===== config.mk =====
export PLATFORM = sky130hd
export DESIGN_NAME = swdt_top
export DESIGN_NICKNAME = d
export VERILOG_FILES = /design/src/swdt_pkg.sv /design/src/swdt_cnt_if.sv /design/src/swdt_top.sv /design/src/swdt_counter.sv
export VERILOG_INCLUDE_DIRS = /design/src
export SDC_FILE = /design/constraint.sdc
export NUM_CORES = 1
export LEC_CHECK = 0
export ABC_AREA = 0
export BUFFER_PORTS_ARGS = -buffer_cell sky130_fd_sc_hd__buf_2
export CAP_MARGIN = 20
export CELL_PAD_IN_SITES_DETAIL_PLACEMENT = 0
export CELL_PAD_IN_SITES_GLOBAL_PLACEMENT = 1
export CORE_MARGIN = 5
export CORE_UTILIZATION = 38
export CTS_CLUSTER_DIAMETER = 80
export DETAILED_ROUTE_END_ITERATION = 6
export PLACE_DENSITY_LB_ADDON = 0.1
export SETUP_SLACK_MARGIN = 0.15
export SYNTH_ARGS = -nofsm -noshare
export SYNTH_HDL_FRONTEND = slang
export SYNTH_HIERARCHICAL = 1
export SYNTH_SLANG_ARGS = --single-unit

===== constraint.sdc =====
create_clock -name aclk -period 2.95 [get_ports aclk]
set_input_delay 0.295 -clock aclk [delete_from_list [all_inputs] [get_ports aclk]]
set_output_delay 0.295 -clock aclk [all_outputs]
set_load 0.01 [all_outputs]

===== src/swdt_map.svh =====
// Register offsets, field positions, reset values and timing counts
`ifndef SWDT_MAP_SVH
`define SWDT_MAP_SVH

// ---------------------------------------------------------------
// Register byte offsets
// ---------------------------------------------------------------
`define SWDT_OFF_CTRL 8'h00
`define SWDT_OFF_RSTAT 8'h04
`define SWDT_OFF_INT_STAT 8'h08
`define SWDT_OFF_INT_MASK 8'h0C

// ---------------------------------------------------------------
// Control and reset status register fields
// ---------------------------------------------------------------
`define SWDT_BIT_IRQ_FLAG 7
`define SWDT_BIT_IRQ_EN 6
`define SWDT_BIT_SEL3 5
`define SWDT_BIT_CHG_EN 4
`define SWDT_BIT_RST_EN 3
`define SWDT_SEL_LO_MSB 2
`define SWDT_BIT_RST_FLAG 0

// ---------------------------------------------------------------
// Reset values
// ---------------------------------------------------------------
`define SWDT_RST_SEL 4'h0
`define SWDT_RST_MASK 2'h0
`define SWDT_RST_WIN 3'h0

// ---------------------------------------------------------------
// Timing
// ---------------------------------------------------------------
`define SWDT_CLK_HZ 100000000
`define SWDT_OSC_HZ 128000
`define SWDT_TICK_DIV (`SWDT_CLK_HZ / `SWDT_OSC_HZ)
`define SWDT_BASE_CYCLES 2048
`define SWDT_SEL_MAX 4'h9
`define SWDT_WIN_CYCLES 3'h4
`define SWDT_SHORTEST_MS 16
`define SWDT_LONGEST_S 8

`endif


===== src/swdt_pkg.sv =====
// Types shared by the supervision timer modules
package swdt_pkg;

    // Action on expiry, Gray coded
    typedef enum logic [1:0] {
        SWDT_STOPPED = 2'h0,
        SWDT_IRQ     = 2'h1,
        SWDT_IRQ_RST = 2'h3,
        SWDT_RST     = 2'h2
    } swdt_mode_t;

    typedef enum logic [1:0] {
        SWDT_OKAY   = 2'h0,
        SWDT_SLVERR = 2'h2
    } swdt_resp_t;

endpackage


===== src/swdt_cnt_if.sv =====
// Link between the control logic and the time-out counter
`timescale 1ns/10ps
interface swdt_cnt_if;
    logic clear;
    logic run;
    logic [3:0] sel;
    logic expire;

    modport ctl (output clear, output run, output sel, input expire);
    modport cnt (input clear, input run, input sel, output expire);
endinterface


===== src/swdt_top.sv =====
// Supervision timer: AXI4-Lite registers, timed change, expiry actions
`timescale 1ns/10ps
`include "swdt_map.svh"
module swdt_top #(
    parameter int unsigned TICK_DIV = `SWDT_TICK_DIV,
    parameter int unsigned BASE_TICKS = `SWDT_BASE_CYCLES
) (
    input wire logic aclk,
    input wire logic aresetn,
    input wire logic [7:0] s_axi_awaddr,
    input wire logic s_axi_awvalid,
    output logic s_axi_awready,
    input wire logic [31:0] s_axi_wdata,
    input wire logic [3:0] s_axi_wstrb,
    input wire logic s_axi_wvalid,
    output logic s_axi_wready,
    output logic [1:0] s_axi_bresp,
    output logic s_axi_bvalid,
    input wire logic s_axi_bready,
    input wire logic [7:0] s_axi_araddr,
    input wire logic s_axi_arvalid,
    output logic s_axi_arready,
    output logic [31:0] s_axi_rdata,
    output logic [1:0] s_axi_rresp,
    output logic s_axi_rvalid,
    input wire logic s_axi_rready,
    input wire logic restart,
    input wire logic vector_ack,
    input wire logic always_on_fuse,
    output logic irq,
    output logic timeout_irq_req,
    output logic sys_reset_pulse
);
    // ---------------------------------------------------------------
    // State
    // ---------------------------------------------------------------
    logic irq_flag;
    logic irq_en;
    logic reset_en;
    logic [3:0] timeout_sel;
    logic [2:0] win_cnt;
    logic reset_flag;
    logic [1:0] int_stat;
    logic [1:0] int_mask;
    logic aw_rdy;
    logic ar_rdy;

    logic reset_en_eff;
    logic irq_en_eff;
    logic window_open;
    logic do_irq;
    logic do_rst;
    logic wr_fire;
    logic wr_ok;
    logic wr_ctrl;
    logic rd_fire;
    logic rd_ok;
    logic [31:0] rd_data;
    logic [1:0] next_int_stat;
    logic f_ie;
    logic f_ce;
    logic f_re;
    logic f_flag;
    logic [3:0] f_sel;
    swdt_pkg::swdt_mode_t mode;

    swdt_cnt_if cbus ();

    swdt_counter #(
        .TICK_DIV(TICK_DIV),
        .BASE_TICKS(BASE_TICKS)
    ) u_counter (
        .aclk(aclk),
        .aresetn(aresetn),
        .cbus(cbus)
    );

    // ---------------------------------------------------------------
    // Effective mode
    // ---------------------------------------------------------------
    assign reset_en_eff = always_on_fuse | reset_en | reset_flag;
    assign irq_en_eff = ~always_on_fuse & irq_en;
    assign window_open = (win_cnt != 3'h0);
    assign mode = swdt_pkg::swdt_mode_t'({reset_en_eff,
        irq_en_eff});

    // Single clock: a restart lands in the same cycle, nothing to lose
    assign cbus.clear = restart | do_rst;
    assign cbus.run = reset_en_eff | irq_en_eff;
    assign cbus.sel = timeout_sel;

    always_comb begin
        do_irq = 1'b0;
        do_rst = 1'b0;
        case (mode)
            swdt_pkg::SWDT_IRQ: begin
                do_irq = cbus.expire;
            end
            swdt_pkg::SWDT_RST: begin
                do_rst = cbus.expire;
            end
            swdt_pkg::SWDT_IRQ_RST: begin
                // Unserviced interrupt means the code is lost: reset
                do_irq = cbus.expire & ~irq_flag;
                do_rst = cbus.expire & irq_flag;
            end
            default: begin
                do_irq = 1'b0;
            end
        endcase
    end

    // ---------------------------------------------------------------
    // Write channel
    // ---------------------------------------------------------------
    assign wr_fire = aw_rdy & s_axi_awvalid & s_axi_wvalid;
    assign wr_ok = wr_fire & s_axi_wstrb[0];
    assign wr_ctrl = wr_ok & (s_axi_awaddr == `SWDT_OFF_CTRL);
    assign f_flag = s_axi_wdata[`SWDT_BIT_IRQ_FLAG];
    assign f_ie = s_axi_wdata[`SWDT_BIT_IRQ_EN];
    assign f_ce = s_axi_wdata[`SWDT_BIT_CHG_EN];
    assign f_re = s_axi_wdata[`SWDT_BIT_RST_EN];
    assign f_sel = {s_axi_wdata[`SWDT_BIT_SEL3],
        s_axi_wdata[`SWDT_SEL_LO_MSB:0]};

    // Both channels taken together, the cycle after both are valid
    always_ff @(posedge aclk) begin
        if (!aresetn) begin
            aw_rdy <= 1'b0;
            s_axi_bvalid <= 1'b0;
            s_axi_bresp <= swdt_pkg::SWDT_OKAY;
        end else begin
            aw_rdy <= s_axi_awvalid & s_axi_wvalid & ~aw_rdy & ~s_axi_bvalid;
            if (wr_fire) begin
                s_axi_bvalid <= 1'b1;
                if (s_axi_awaddr == `SWDT_OFF_CTRL ||
                    s_axi_awaddr == `SWDT_OFF_RSTAT ||
                    s_axi_awaddr == `SWDT_OFF_INT_STAT ||
                    s_axi_awaddr == `SWDT_OFF_INT_MASK) begin
                    s_axi_bresp <= swdt_pkg::SWDT_OKAY;
                end else begin
                    s_axi_bresp <= swdt_pkg::SWDT_SLVERR;
                end
            end else if (s_axi_bready) begin
                s_axi_bvalid <= 1'b0;
            end
        end
    end
    assign s_axi_awready = aw_rdy;
    assign s_axi_wready = aw_rdy;

    // ---------------------------------------------------------------
    // Control register and timed change window
    // ---------------------------------------------------------------
    always_ff @(posedge aclk) begin
        if (!aresetn) begin
            irq_flag <= 1'b0;
            irq_en <= 1'b0;
            reset_en <= 1'b0;
            timeout_sel <= `SWDT_RST_SEL;
            win_cnt <= `SWDT_RST_WIN;
        end else if (do_rst) begin
            // Own reset: control fields reinitialise except reset_en, which is set; flag keeps it armed
            irq_flag <= 1'b0;
            irq_en <= 1'b0;
            reset_en <= 1'b1;
            timeout_sel <= `SWDT_RST_SEL;
            win_cnt <= `SWDT_RST_WIN;
        end else begin
            if (window_open) begin
                win_cnt <= win_cnt - 3'h1;
            end
            if (vector_ack) begin
                irq_flag <= 1'b0;
                irq_en <= 1'b0;
            end
            if (wr_ctrl) begin
                irq_en <= f_ie & ~always_on_fuse;
                if (f_flag) begin
                    irq_flag <= 1'b0;
                end
                if (window_open && !f_ce) begin
                    reset_en <= f_re | reset_flag;
                    timeout_sel <= f_sel;
                    win_cnt <= 3'h0;
                end else if (f_ce && f_re) begin
                    reset_en <= 1'b1;
                    win_cnt <= `SWDT_WIN_CYCLES;
                end else begin
                    // Setting is always allowed, clearing is not
                    reset_en <= reset_en | f_re;
                end
            end
            if (do_irq) begin
                irq_flag <= 1'b1;
            end
        end
    end

    always_ff @(posedge aclk) begin
        if (!aresetn) begin
            reset_flag <= 1'b0;
        end else if (do_rst) begin
            reset_flag <= 1'b1;
        end else if (wr_ok && s_axi_awaddr == `SWDT_OFF_RSTAT &&
            !s_axi_wdata[`SWDT_BIT_RST_FLAG]) begin
            reset_flag <= 1'b0;
        end
    end

    // ---------------------------------------------------------------
    // Sticky event status, cleared by read; event set wins
    // ---------------------------------------------------------------
    assign rd_fire = ar_rdy & s_axi_arvalid;
    assign next_int_stat = (int_stat & ~{2{rd_fire &&
        s_axi_araddr == `SWDT_OFF_INT_STAT}}) | {do_rst, do_irq};

    always_ff @(posedge aclk) begin
        if (!aresetn) begin
            int_stat <= 2'h0;
            int_mask <= `SWDT_RST_MASK;
        end else begin
            int_stat <= next_int_stat;
            if (wr_ok && s_axi_awaddr == `SWDT_OFF_INT_MASK) begin
                int_mask <= s_axi_wdata[1:0];
            end
        end
    end

    always_ff @(posedge aclk) begin
        if (!aresetn) begin
            irq <= 1'b0;
            timeout_irq_req <= 1'b0;
            sys_reset_pulse <= 1'b0;
        end else begin
            irq <= |(next_int_stat & int_mask);
            timeout_irq_req <= irq_flag & irq_en_eff;
            sys_reset_pulse <= do_rst;
        end
    end

    // ---------------------------------------------------------------
    // Read channel
    // ---------------------------------------------------------------
    always_comb begin
        rd_data = 32'h00000000;
        rd_ok = 1'b1;
        if (s_axi_araddr == `SWDT_OFF_CTRL) begin
            rd_data[7:0] = {irq_flag, irq_en_eff, timeout_sel[3],
                window_open, reset_en_eff, timeout_sel[2:0]};
        end else if (s_axi_araddr == `SWDT_OFF_RSTAT) begin
            rd_data[0] = reset_flag;
        end else if (s_axi_araddr == `SWDT_OFF_INT_STAT) begin
            rd_data[1:0] = int_stat;
        end else if (s_axi_araddr == `SWDT_OFF_INT_MASK) begin
            rd_data[1:0] = int_mask;
        end else begin
            rd_ok = 1'b0;
        end
    end

    always_ff @(posedge aclk) begin
        if (!aresetn) begin
            ar_rdy <= 1'b0;
            s_axi_rvalid <= 1'b0;
            s_axi_rdata <= 32'h00000000;
            s_axi_rresp <= swdt_pkg::SWDT_OKAY;
        end else begin
            ar_rdy <= s_axi_arvalid & ~ar_rdy & ~s_axi_rvalid;
            if (rd_fire) begin
                s_axi_rvalid <= 1'b1;
                s_axi_rdata <= rd_data;
                s_axi_rresp <= rd_ok ? swdt_pkg::SWDT_OKAY :
                    swdt_pkg::SWDT_SLVERR;
            end else if (s_axi_rready) begin
                s_axi_rvalid <= 1'b0;
            end
        end
    end
    assign s_axi_arready = ar_rdy;

    // ---------------------------------------------------------------
    // Checks
    // ---------------------------------------------------------------
    a_irq_only: assert property (@(posedge aclk) disable iff (!aresetn)
        (cbus.expire && mode == swdt_pkg::SWDT_IRQ) |=>
        irq_flag && !sys_reset_pulse)
        else $error("interrupt mode expiry wrong");
    a_reset_only: assert property (@(posedge aclk) disable iff (!aresetn)
        (cbus.expire && mode == swdt_pkg::SWDT_RST) |=>
        sys_reset_pulse ##1 !sys_reset_pulse)
        else $error("reset mode expiry gave no one-cycle reset");
    a_combined_first: assert property (@(posedge aclk) disable iff (!aresetn)
        (cbus.expire && mode == swdt_pkg::SWDT_IRQ_RST && !irq_flag) |=>
        irq_flag && !sys_reset_pulse)
        else $error("combined mode first expiry wrong");
    a_fuse_locks: assert property (@(posedge aclk) disable iff (!aresetn)
        (always_on_fuse && wr_ctrl) |=> reset_en_eff && !irq_en)
        else $error("fuse did not lock enables");
    a_sel_guard: assert property (@(posedge aclk) disable iff (!aresetn)
        (wr_ctrl && !window_open && !do_rst) |=>
        timeout_sel == $past(timeout_sel))
        else $error("select changed outside window");
    a_window_close: assert property (@(posedge aclk) disable iff (!aresetn)
        $rose(window_open) |-> ##[1:4] !window_open)
        else $error("change window stayed open");
    a_stay_armed: assert property (@(posedge aclk) disable iff (!aresetn)
        do_rst |=> reset_flag && reset_en_eff && cbus.run)
        else $error("timer disarmed after own reset");
    a_vector_ack: assert property (@(posedge aclk) disable iff (!aresetn)
        (vector_ack && !do_irq && !wr_ctrl && !do_rst) |=>
        !irq_flag && !irq_en)
        else $error("vector ack did not clear flag and enable");
endmodule


===== src/swdt_counter.sv =====
// Oscillator tick divider and time-out counter
`timescale 1ns/10ps
`include "swdt_map.svh"
module swdt_counter #(
    parameter int unsigned TICK_DIV = `SWDT_TICK_DIV,
    parameter int unsigned BASE_TICKS = `SWDT_BASE_CYCLES
) (
    input wire logic aclk,
    input wire logic aresetn,
    swdt_cnt_if.cnt cbus
);
    logic [15:0] div_cnt;
    logic [20:0] count;
    logic [20:0] limit;
    logic [3:0] sel_eff;
    logic tick;

    // Reserved codes behave as the longest period
    assign sel_eff = (cbus.sel > `SWDT_SEL_MAX) ? `SWDT_SEL_MAX : cbus.sel;
    assign limit = 21'(BASE_TICKS) << sel_eff;
    assign tick = (div_cnt == 16'(TICK_DIV - 1));

    // ---------------------------------------------------------------
    // Slow oscillator as an enable pulse
    // ---------------------------------------------------------------
    always_ff @(posedge aclk) begin
        if (!aresetn || cbus.clear || !cbus.run) begin
            div_cnt <= 16'h0000;
        end else if (tick) begin
            div_cnt <= 16'h0000;
        end else begin
            div_cnt <= div_cnt + 16'h0001;
        end
    end

    // ---------------------------------------------------------------
    // Time-out counter
    // ---------------------------------------------------------------
    always_ff @(posedge aclk) begin
        if (!aresetn) begin
            count <= 21'h000000;
            cbus.expire <= 1'b0;
        end else begin
            cbus.expire <= 1'b0;
            if (cbus.clear || !cbus.run) begin
                count <= 21'h000000;
            end else if (tick) begin
                if (count == limit - 21'h000001) begin
                    count <= 21'h000000;
                    cbus.expire <= 1'b1;
                end else begin
                    count <= count + 21'h000001;
                end
            end
        end
    end

    a_restart_zero: assert property (@(posedge aclk) disable iff (!aresetn)
        cbus.clear |=> count == 21'h000000)
        else $error("counter not zero after restart");
    a_tick_rate: assert property (@(posedge aclk) disable iff (!aresetn)
        (tick && cbus.run && !cbus.clear) |=> div_cnt == 16'h0000)
        else $error("divider did not wrap on tick");
    a_expire_limit: assert property (@(posedge aclk) disable iff (!aresetn)
        cbus.expire |-> $past(count) == $past(limit) - 21'h000001)
        else $error("expiry at wrong count");
endmodule


==> results.json, run 1 <==
{
  "post_cts_buffers": 0,
  "required_ns": 3.16,
  "drive_gt1_frac": 0.178,
  "tns_ns": 0,
  "antenna_cells": 0,
  "worstPathArrival_ns": 2.57,
  "grt_pass1_wl_um": 14500,
  "path_cells": "nor2_1 -> nand3b_1 -> ha_1 -> xor2_1 -> nor4b_1 -> a211o_1 -> nand4_1 -> nor3_1 -> o22ai_1",
  "boundaryPins": 106,
  "row_count": 36,
  "worst-path-buf-inv": 0,
  "ys_ff_latch": 70,
  "holdBufCountCts": 0,
  "postRouteAntennaNets": 0,
  "vias_per_cell": 4.97,
  "critPathKind": "reg -> reg",
  "cts_tree": "yes",
  "dieArea_sq_um": 11900,
  "path_max_fanout": 7,
  "dp_hpwl_um": 6400,
  "slowest_stage": "nor3_1",
  "syn_inst": 447,
  "area_growth_pct": 13.0,
  "synth_area_sq_um": 3740,
  "worst_path_largest_cell_delay_ns": 0.36,
  "syn_area_per_cell_sq_um": 8.36,
  "clock_path_buffers": 2,
  "hold_path_class": "in -> reg",
  "drt-initial-drc-count": 109,
  "synth_warnings": 6,
  "power_w": 0.00201,
  "synthSimpleGateAreaFrac": 0.288,
  "clk_pin_slew_ns": 0.09,
  "synth_mux_area_frac": 0.0141,
  "synth_ff_type": "dfxtp_1",
  "finalHoldViolations": 0,
  "final_util": 0.436,
  "vdd_drop_max_v": 0.000241,
  "setup_violations": 0,
  "maxSlewHeadroom": 0.550,
  "routedWlPerCell_um": 13.8,
  "cts_buffers": 9,
  "worstMarginPinSlew_ns": 0.675,
  "grt_max_degree": 21,
  "synth-compound-area-share": 0.117,
  "p_per_area_nw_per_um2": 475,
  "cts_root_buf": "clkbuf_8",
  "n_fill_cell": 995,
  "start_kind": "flop",
  "grt_overflow": 0,
  "regArea_sq_um": 1400,
  "via_count": 3138,
  "clkLatencyLatePin_ns": 0.34,
  "synth.top_cell.area_share": 0.375,
  "chipHeight_um": 109,
  "final_nets": 563,
  "fmax_mhz": 425,
  "grtUsageTotal": 0.153,
  "grt_setup_unrepaired": "false",
  "ys_types": 63,
  "synth-adder-area-share": 0.0234,
  "cts.sinks": 70,
  "gp_routability_congestion": 0.822,
  "die_x_um": 109,
  "ctsResizeCount": 0,
  "htree_levels": 3,
  "antenna_found_initial": 0,
  "drv_slew": 0,
  "final_common_cell": "dfxtp_1",
  "synth-seq-area-share": 0.375,
  "synth_top_area_cell": "dfxtp_1",
  "status": "complete, no violations",
  "synth-edff-count": 0,
  "final_cell_mix": "dfxtp_1, buf_2, nor2_1",
  "whs_ns": 0.198,
  "routed_wl_um": 8700,
  "port_buffers": 52,
  "yosys.area_share.xor_xnor": 0.0793,
  "async_reset_ff_frac": 0,
  "drc_errors": 0,
  "drtPass1Iterations": 4,
  "synth_top_family_by_area": "simple AND/OR/NAND/NOR gates",
  "period_share": 0.797,
  "worst_setup_path_end_kind": "flop",
  "path_delay_family": "simple AND/OR/NAND/NOR gates",
  "yosys-top-cells-area": "dfxtp_1, xor2_1, buf_4, nor2_1, nor3_1",
  "drv_cap": 0,
  "start_util": 0.386,
  "multi_input_comb_area_sq_um": 2050,
  "period_needed_ns": 2.35,
  "finalClockSkew_ns": 0.0130,
  "p_leak_nw": 1.63,
  "coreArea_sq_um": 9680,
  "grt_pass1_vias": 3053
}
power by group:
part,internal (W),switching [W]
Clock,0.000482,0.000383
Sequential,0.000958,0.00000855
Combinational,0.0000610,0.000115
Total,0.00150,0.000507
logic make-up after synthesis:
logic type / Yosys count
multiplexers: 4
other: 1
XOR/XNOR: 33
adder cells (fa/ha/maj): 7
buffers and inverters: 67
AND/OR/NAND/NOR: 197
AO/OA/AOI/OAI: 68
flip-flops: 70
sequential cells by signal, summed over array words and instances, names as in the netlist:
register / cells
s_axi_rresp: 1
s_axi_awready: 1
u_counter/count: 21
u_counter/cbus.expire: 1
s_axi_rvalid: 1
cbus.sel: 4
irq_en: 1
s_axi_bresp: 1
sys_reset_pulse: 1
s_axi_arready: 1
reset_en: 1
s_axi_rdata: 8
int_stat: 2
timeout_irq_req: 1
irq_flag: 1
int_mask: 2
u_counter/div_cnt: 16
win_cnt: 3
s_axi_bvalid: 1
irq: 1
reset_flag: 1
final timing paths:
check	slack (ns)	from	cells past startpoint	endpoint
max reg2reg	0.60	cbus.sel[2]	9	u_counter/count[0]
max	0.60	cbus.sel[2]	9	u_counter/count[0]
min	0.20	s_axi_awvalid	3	s_axi_awready
min reg2reg	0.45	s_axi_bvalid	1	s_axi_awready
synth_stat cells, types with 2 or more instances:
| library cell | instances |
|---|---|
| a21oi_1 | 21 |
| a22oi_1 | 6 |
| a32oi_1 | 3 |
| and2_1 | 2 |
| and3_1 | 7 |
| and4_1 | 3 |
| buf_2 | 6 |
| buf_4 | 29 |
| buf_6 | 2 |
| clkbuf_1 | 11 |
| dfxtp_1 | 70 |
| ha_1 | 7 |
| inv_1 | 18 |
| mux2i_1 | 3 |
| nand2_1 | 28 |
| nand2b_1 | 4 |
| nand3_1 | 17 |
| nand3b_1 | 4 |
| nand4_1 | 13 |
| nand4b_1 | 5 |
| nor2_1 | 51 |
| nor2b_1 | 6 |
| nor3_1 | 23 |
| nor3b_1 | 2 |
| nor4_1 | 7 |
| nor4b_1 | 5 |
| o21ai_0 | 13 |
| o21bai_1 | 4 |
| o22ai_1 | 2 |
| o31ai_1 | 6 |
| or2_2 | 3 |
| or3_1 | 4 |
| or4b_1 | 2 |
| xnor2_1 | 7 |
| xor2_1 | 25 |
metrics by stage:
step | instance area [sq um] | cells | setup WS [ns]
6_report | 4220 | 632 | 0.599
5_1_grt | 4220 | 632 | 0.222
4_1_cts | 4220 | 632 | 0.568
3_5_place_dp | 4000 | 616 | 0.567
3_3_place_gp | 4000 | 616 | 0.632
2_1_floorplan | 3830 | 472 | 0.656
area by class of cell:
| class | count | area share |
|---|---|---|
| well taps | 133 | 0.0394 |
| multi-input cells | 335 | 0.485 |
| clock inverters | 6 | 0.0222 |
| repair buffers | 60 | 0.0758 |
| flip-flops and latches | 70 | 0.332 |
| clock buffers | 10 | 0.0302 |
| inverters | 18 | 0.0160 |
worst reg2reg max path: stages (launching register included):
cell and delay [ns]:
dfxtp_1 0.31, nor2_1 0.21, nand3b_1 0.11, ha_1 0.28, xor2_1 0.19, nor4b_1 0.32, a211o_1 0.19, nand4_1 0.10
nor3_1 0.36, o22ai_1 0.15
routing by layer:
layer / wire length, um / share of wire / vias up / GRT usage
li1: - / - / 1605 / -
met1: 4330 / 0.50 / 1457 / 0.206
met2: 3800 / 0.44 / 65 / 0.242
met3: 463 / 0.053 / 11 / 0.0426
met4: 98 / 0.011 / 0 / 0.0401
met5: 0 / 0 / - / 0
Note: power is estimated with default switching activity, not from simulation.
==> inputs of run 2 (changes only) <==
--- a/config.mk
+++ b/config.mk
@@ -6,13 +6,13 @@
 export SDC_FILE = /design/constraint.sdc
 export NUM_CORES = 1
 export LEC_CHECK = 0
-export ABC_AREA = 0
+export ABC_AREA = 1
 export BUFFER_PORTS_ARGS = -buffer_cell sky130_fd_sc_hd__buf_2
 export CAP_MARGIN = 20
 export CELL_PAD_IN_SITES_DETAIL_PLACEMENT = 0
 export CELL_PAD_IN_SITES_GLOBAL_PLACEMENT = 1
 export CORE_MARGIN = 5
-export CORE_UTILIZATION = 38
+export CORE_UTILIZATION = 34
 export CTS_CLUSTER_DIAMETER = 80
 export DETAILED_ROUTE_END_ITERATION = 6
 export PLACE_DENSITY_LB_ADDON = 0.1
==> constraint.sdc (replaced) <==
create_clock -name aclk -period 2.13 [get_ports aclk]
set_input_delay 0.213 -clock aclk [delete_from_list [all_inputs] [get_ports aclk]]
set_output_delay 0.213 -clock aclk [all_outputs]
set_load 0.01 [all_outputs]
==> results.json, run 2 <==
{
  "status": "complete, no violations",
  "worst_path_largest_cell_delay_ns": 0.33,
  "crit_top_cell": "nor2_1",
  "final_area_sq_um": 4920,
  "drt-initial-drc-count": 145,
  "finalHoldViolations": 0,
  "fmax_mhz": 509,
  "dieArea_sq_um": 14400,
  "path_cells": "nor2_4 -> nand3_2 -> ha_4 -> xor2_2 -> nand3_1 -> nor2_1 -> nand3_1 -> nor2_1 -> nand4_1 -> buf_4 -> nand2_2 -> nor2_1",
  "grt_overflow": 0,
  "htree_levels": 3,
  "grt_pass1_wl_um": 17100,
  "synth_warnings": 6,
  "placed_cell_area_sq_um": 4520,
  "path_delay_family": "simple AND/OR/NAND/NOR gates",
  "synth.top_cell.area_share": 0.340,
  "synth_top_area_cell": "dfxtp_1",
  "p_switching_w": 0.000796,
  "p_clk_frac": 0.475,
  "die_x_um": 120,
  "boundaryPins": 106,
  "ys_ff_latch": 70,
  "async_reset_ff_frac": 0,
  "grt_setup_unrepaired": "true",
  "yosys-top-cells-area": "dfxtp_1, nand2_1, inv_1, nor2_1, nand3_1",
  "holdBufCountCts": 0,
  "final_common_cell": "nand2_1",
  "setup_violations": 0,
  "finalClockSkew_ns": 0.00611,
  "top_regs": "u_counter/count (21), u_counter/div_cnt (16), s_axi_rdata (8)",
  "grt_max_degree": 19,
  "antenna_cells": 0,
  "drv_slew": 0,
  "synth-seq-area-share": 0.340,
  "p_leak_nw": 2.27,
  "final_nets": 754,
  "syn_inst": 615,
  "vdd_drop_max_v": 0.000374,
  "synth_area_sq_um": 4130,
  "hold_path_class": "in -> reg",
  "dp_hpwl_um": 8110,
  "gp_routability_congestion": 0.786,
  "via_count": 3866,
  "vias_per_cell": 4.62,
  "largest_reg_flops": 21,
  "worst_setup_path_end_kind": "flop",
  "power_frac_comb": 0.098,
  "n_fill_cell": 1301,
  "grt_pass1_vias": 3676,
  "start_util": 0.345,
  "path_max_fanout": 3,
  "slowest_stage": "dfxtp_2",
  "synthTopCellsByCount": "nand2_1, inv_1, dfxtp_1, nor2_1, nand3_1",
  "coreArea_sq_um": 12000,
  "clk_pin_slew_ns": 0.06,
  "worst-path-buf-inv": 1,
  "critPathLaunch": "cbus.sel[1]",
  "critPathKind": "reg -> reg",
  "seq_power_share": 0.427,
  "worstPathArrival_ns": 2.20,
  "cts.sinks": 70,
  "routedWlPerCell_um": 12.4,
  "cts_root_buf": "clkbuf_16",
  "antenna_found_initial": 0,
  "start_kind": "flop",
  "timing.rr.start": "cbus.sel[1]",
  "drc_errors": 0,
  "clkLatencyLatePin_ns": 0.34,
  "largest_register": "u_counter/count",
  "final_cell_mix": "nand2_1, inv_1, dfxtp_1",
  "p_per_area_nw_per_um2": 642,
  "min-delay-start": "s_axi_arvalid",
  "final_util": 0.411,
  "synth_ff_type": "dfxtp_1",
  "area_growth_pct": 19.2,
  "netSwitchingFraction": 0.252,
  "ys_types": 41,
  "cts_buffers": 9,
  "synth-edff-count": 0,
  "cts_tree": "yes",
  "required_ns": 2.36,
  "drive_gt1_frac": 0.206,
  "period_share": 0.922,
  "grtUsageTotal": 0.150,
  "row_count": 40,
  "routed_wl_um": 10400,
  "yosysMostFrequentCell": "nand2_1",
  "tns_ns": 0,
  "period_needed_ns": 1.96,
  "drtPass1Iterations": 4,
  "port_buffers": 52,
  "clock_path_buffers": 2,
  "chipHeight_um": 120,
  "drv_cap": 0,
  "power_w": 0.00316,
  "postRouteAntennaNets": 0,
  "syn_area_per_cell_sq_um": 6.71,
  "p_int_w": 0.00236
}
[run 2: changes by cell type after synthesis, sizes merged, moves of 6 or more]
cell	previous run	this run
nand2	28	142
inv	18	94
nand3	17	53
nor2	51	84
a21oi	22	42
xor2	25	8
clkbuf	12	1
o21ai	14	22
and3	7	0
a22oi	6	0
nor2b	6	0
o31ai	6	0
[run 2: path summary, 6_finish.rpt]
kind	slack (ns)	cells after the start	endpoint
setup / recovery	0.17	12	u_counter/count[20]
hold / removal	0.10	3	s_axi_arready
setup reg to reg	0.17	12	u_counter/count[20]
hold reg to reg	0.43	1	s_axi_arready
[run 2: kinds of logic (layout without fill, tap and decap cells)]
family / count (synthesis) / after routing / synth area share
buffers and inverters: 128 / 178 / 0.146
flip-flops: 70 / 70 / 0.340
other: 1 / 26 / 0.000909
adder cells (fa/ha/maj): 7 / 7 / 0.0212
AO/OA/AOI/OAI: 71 / 71 / 0.0916
XOR/XNOR: 12 / 12 / 0.0255
AND/OR/NAND/NOR: 326 / 326 / 0.376
[run 2: final cells by class]
type                    instances  area, sq um  share of cell area
clock inverters                 5         58.8              0.0120
inverters                      95          364              0.0740
clock buffers                  11          233              0.0473
flip-flops and latches         70         1400               0.285
repair buffers                 66          365              0.0743
repair inverters                1         7.51             0.00153
well taps                     147          184              0.0374
multi-input cells             442         2300               0.468
[run 2: layer usage]
metal,global-route usage,vias up,routed length (um)
met5,0,-,0
met3,0.0476,9,463
li1,-,2059,-
met2,0.246,65,4840
met1,0.186,1733,4940
met4,0.0465,0,138
[run 2: power by group through the flow]
stage / logic [W] / registers (W) / clock network [W]
3_3_place_gp: 0.000304 / 0.00138 / 0
6_report: 0.000308 / 0.00135 / 0.00150
4_1_cts: 0.000312 / 0.00135 / 0.00157
3_5_place_dp: 0.000309 / 0.00138 / 0
5_1_grt: 0.000360 / 0.00135 / 0.00161
2_1_floorplan: 0.000246 / 0.00138 / 0
[run 2: tightest hold or removal path, cell delays in order]
cell     delay [ns]
buf_2          0.11
nand2_1        0.05
nor3_1         0.03
[run 2: stage by stage]
step,instances,hold WS [ns],setup WS (ns)
floorplan,640,0.331,0.241
global placement,819,0.426,0.135
detailed placement,819,0.425,0.103
CTS,837,0.0819,0.121
global route,837,0.104,-0.0414
finish,837,0.105,0.165
[run 2: timing repair]
item                                    in CTS  in global routing
gates cloned                                 1                  0
buffers inserted                             1                  0
endpoints found under the hold margin        0                  0
gates resized for setup                      8                 18
endpoints found under the setup margin      15                 30
pin swaps                                    2                  7
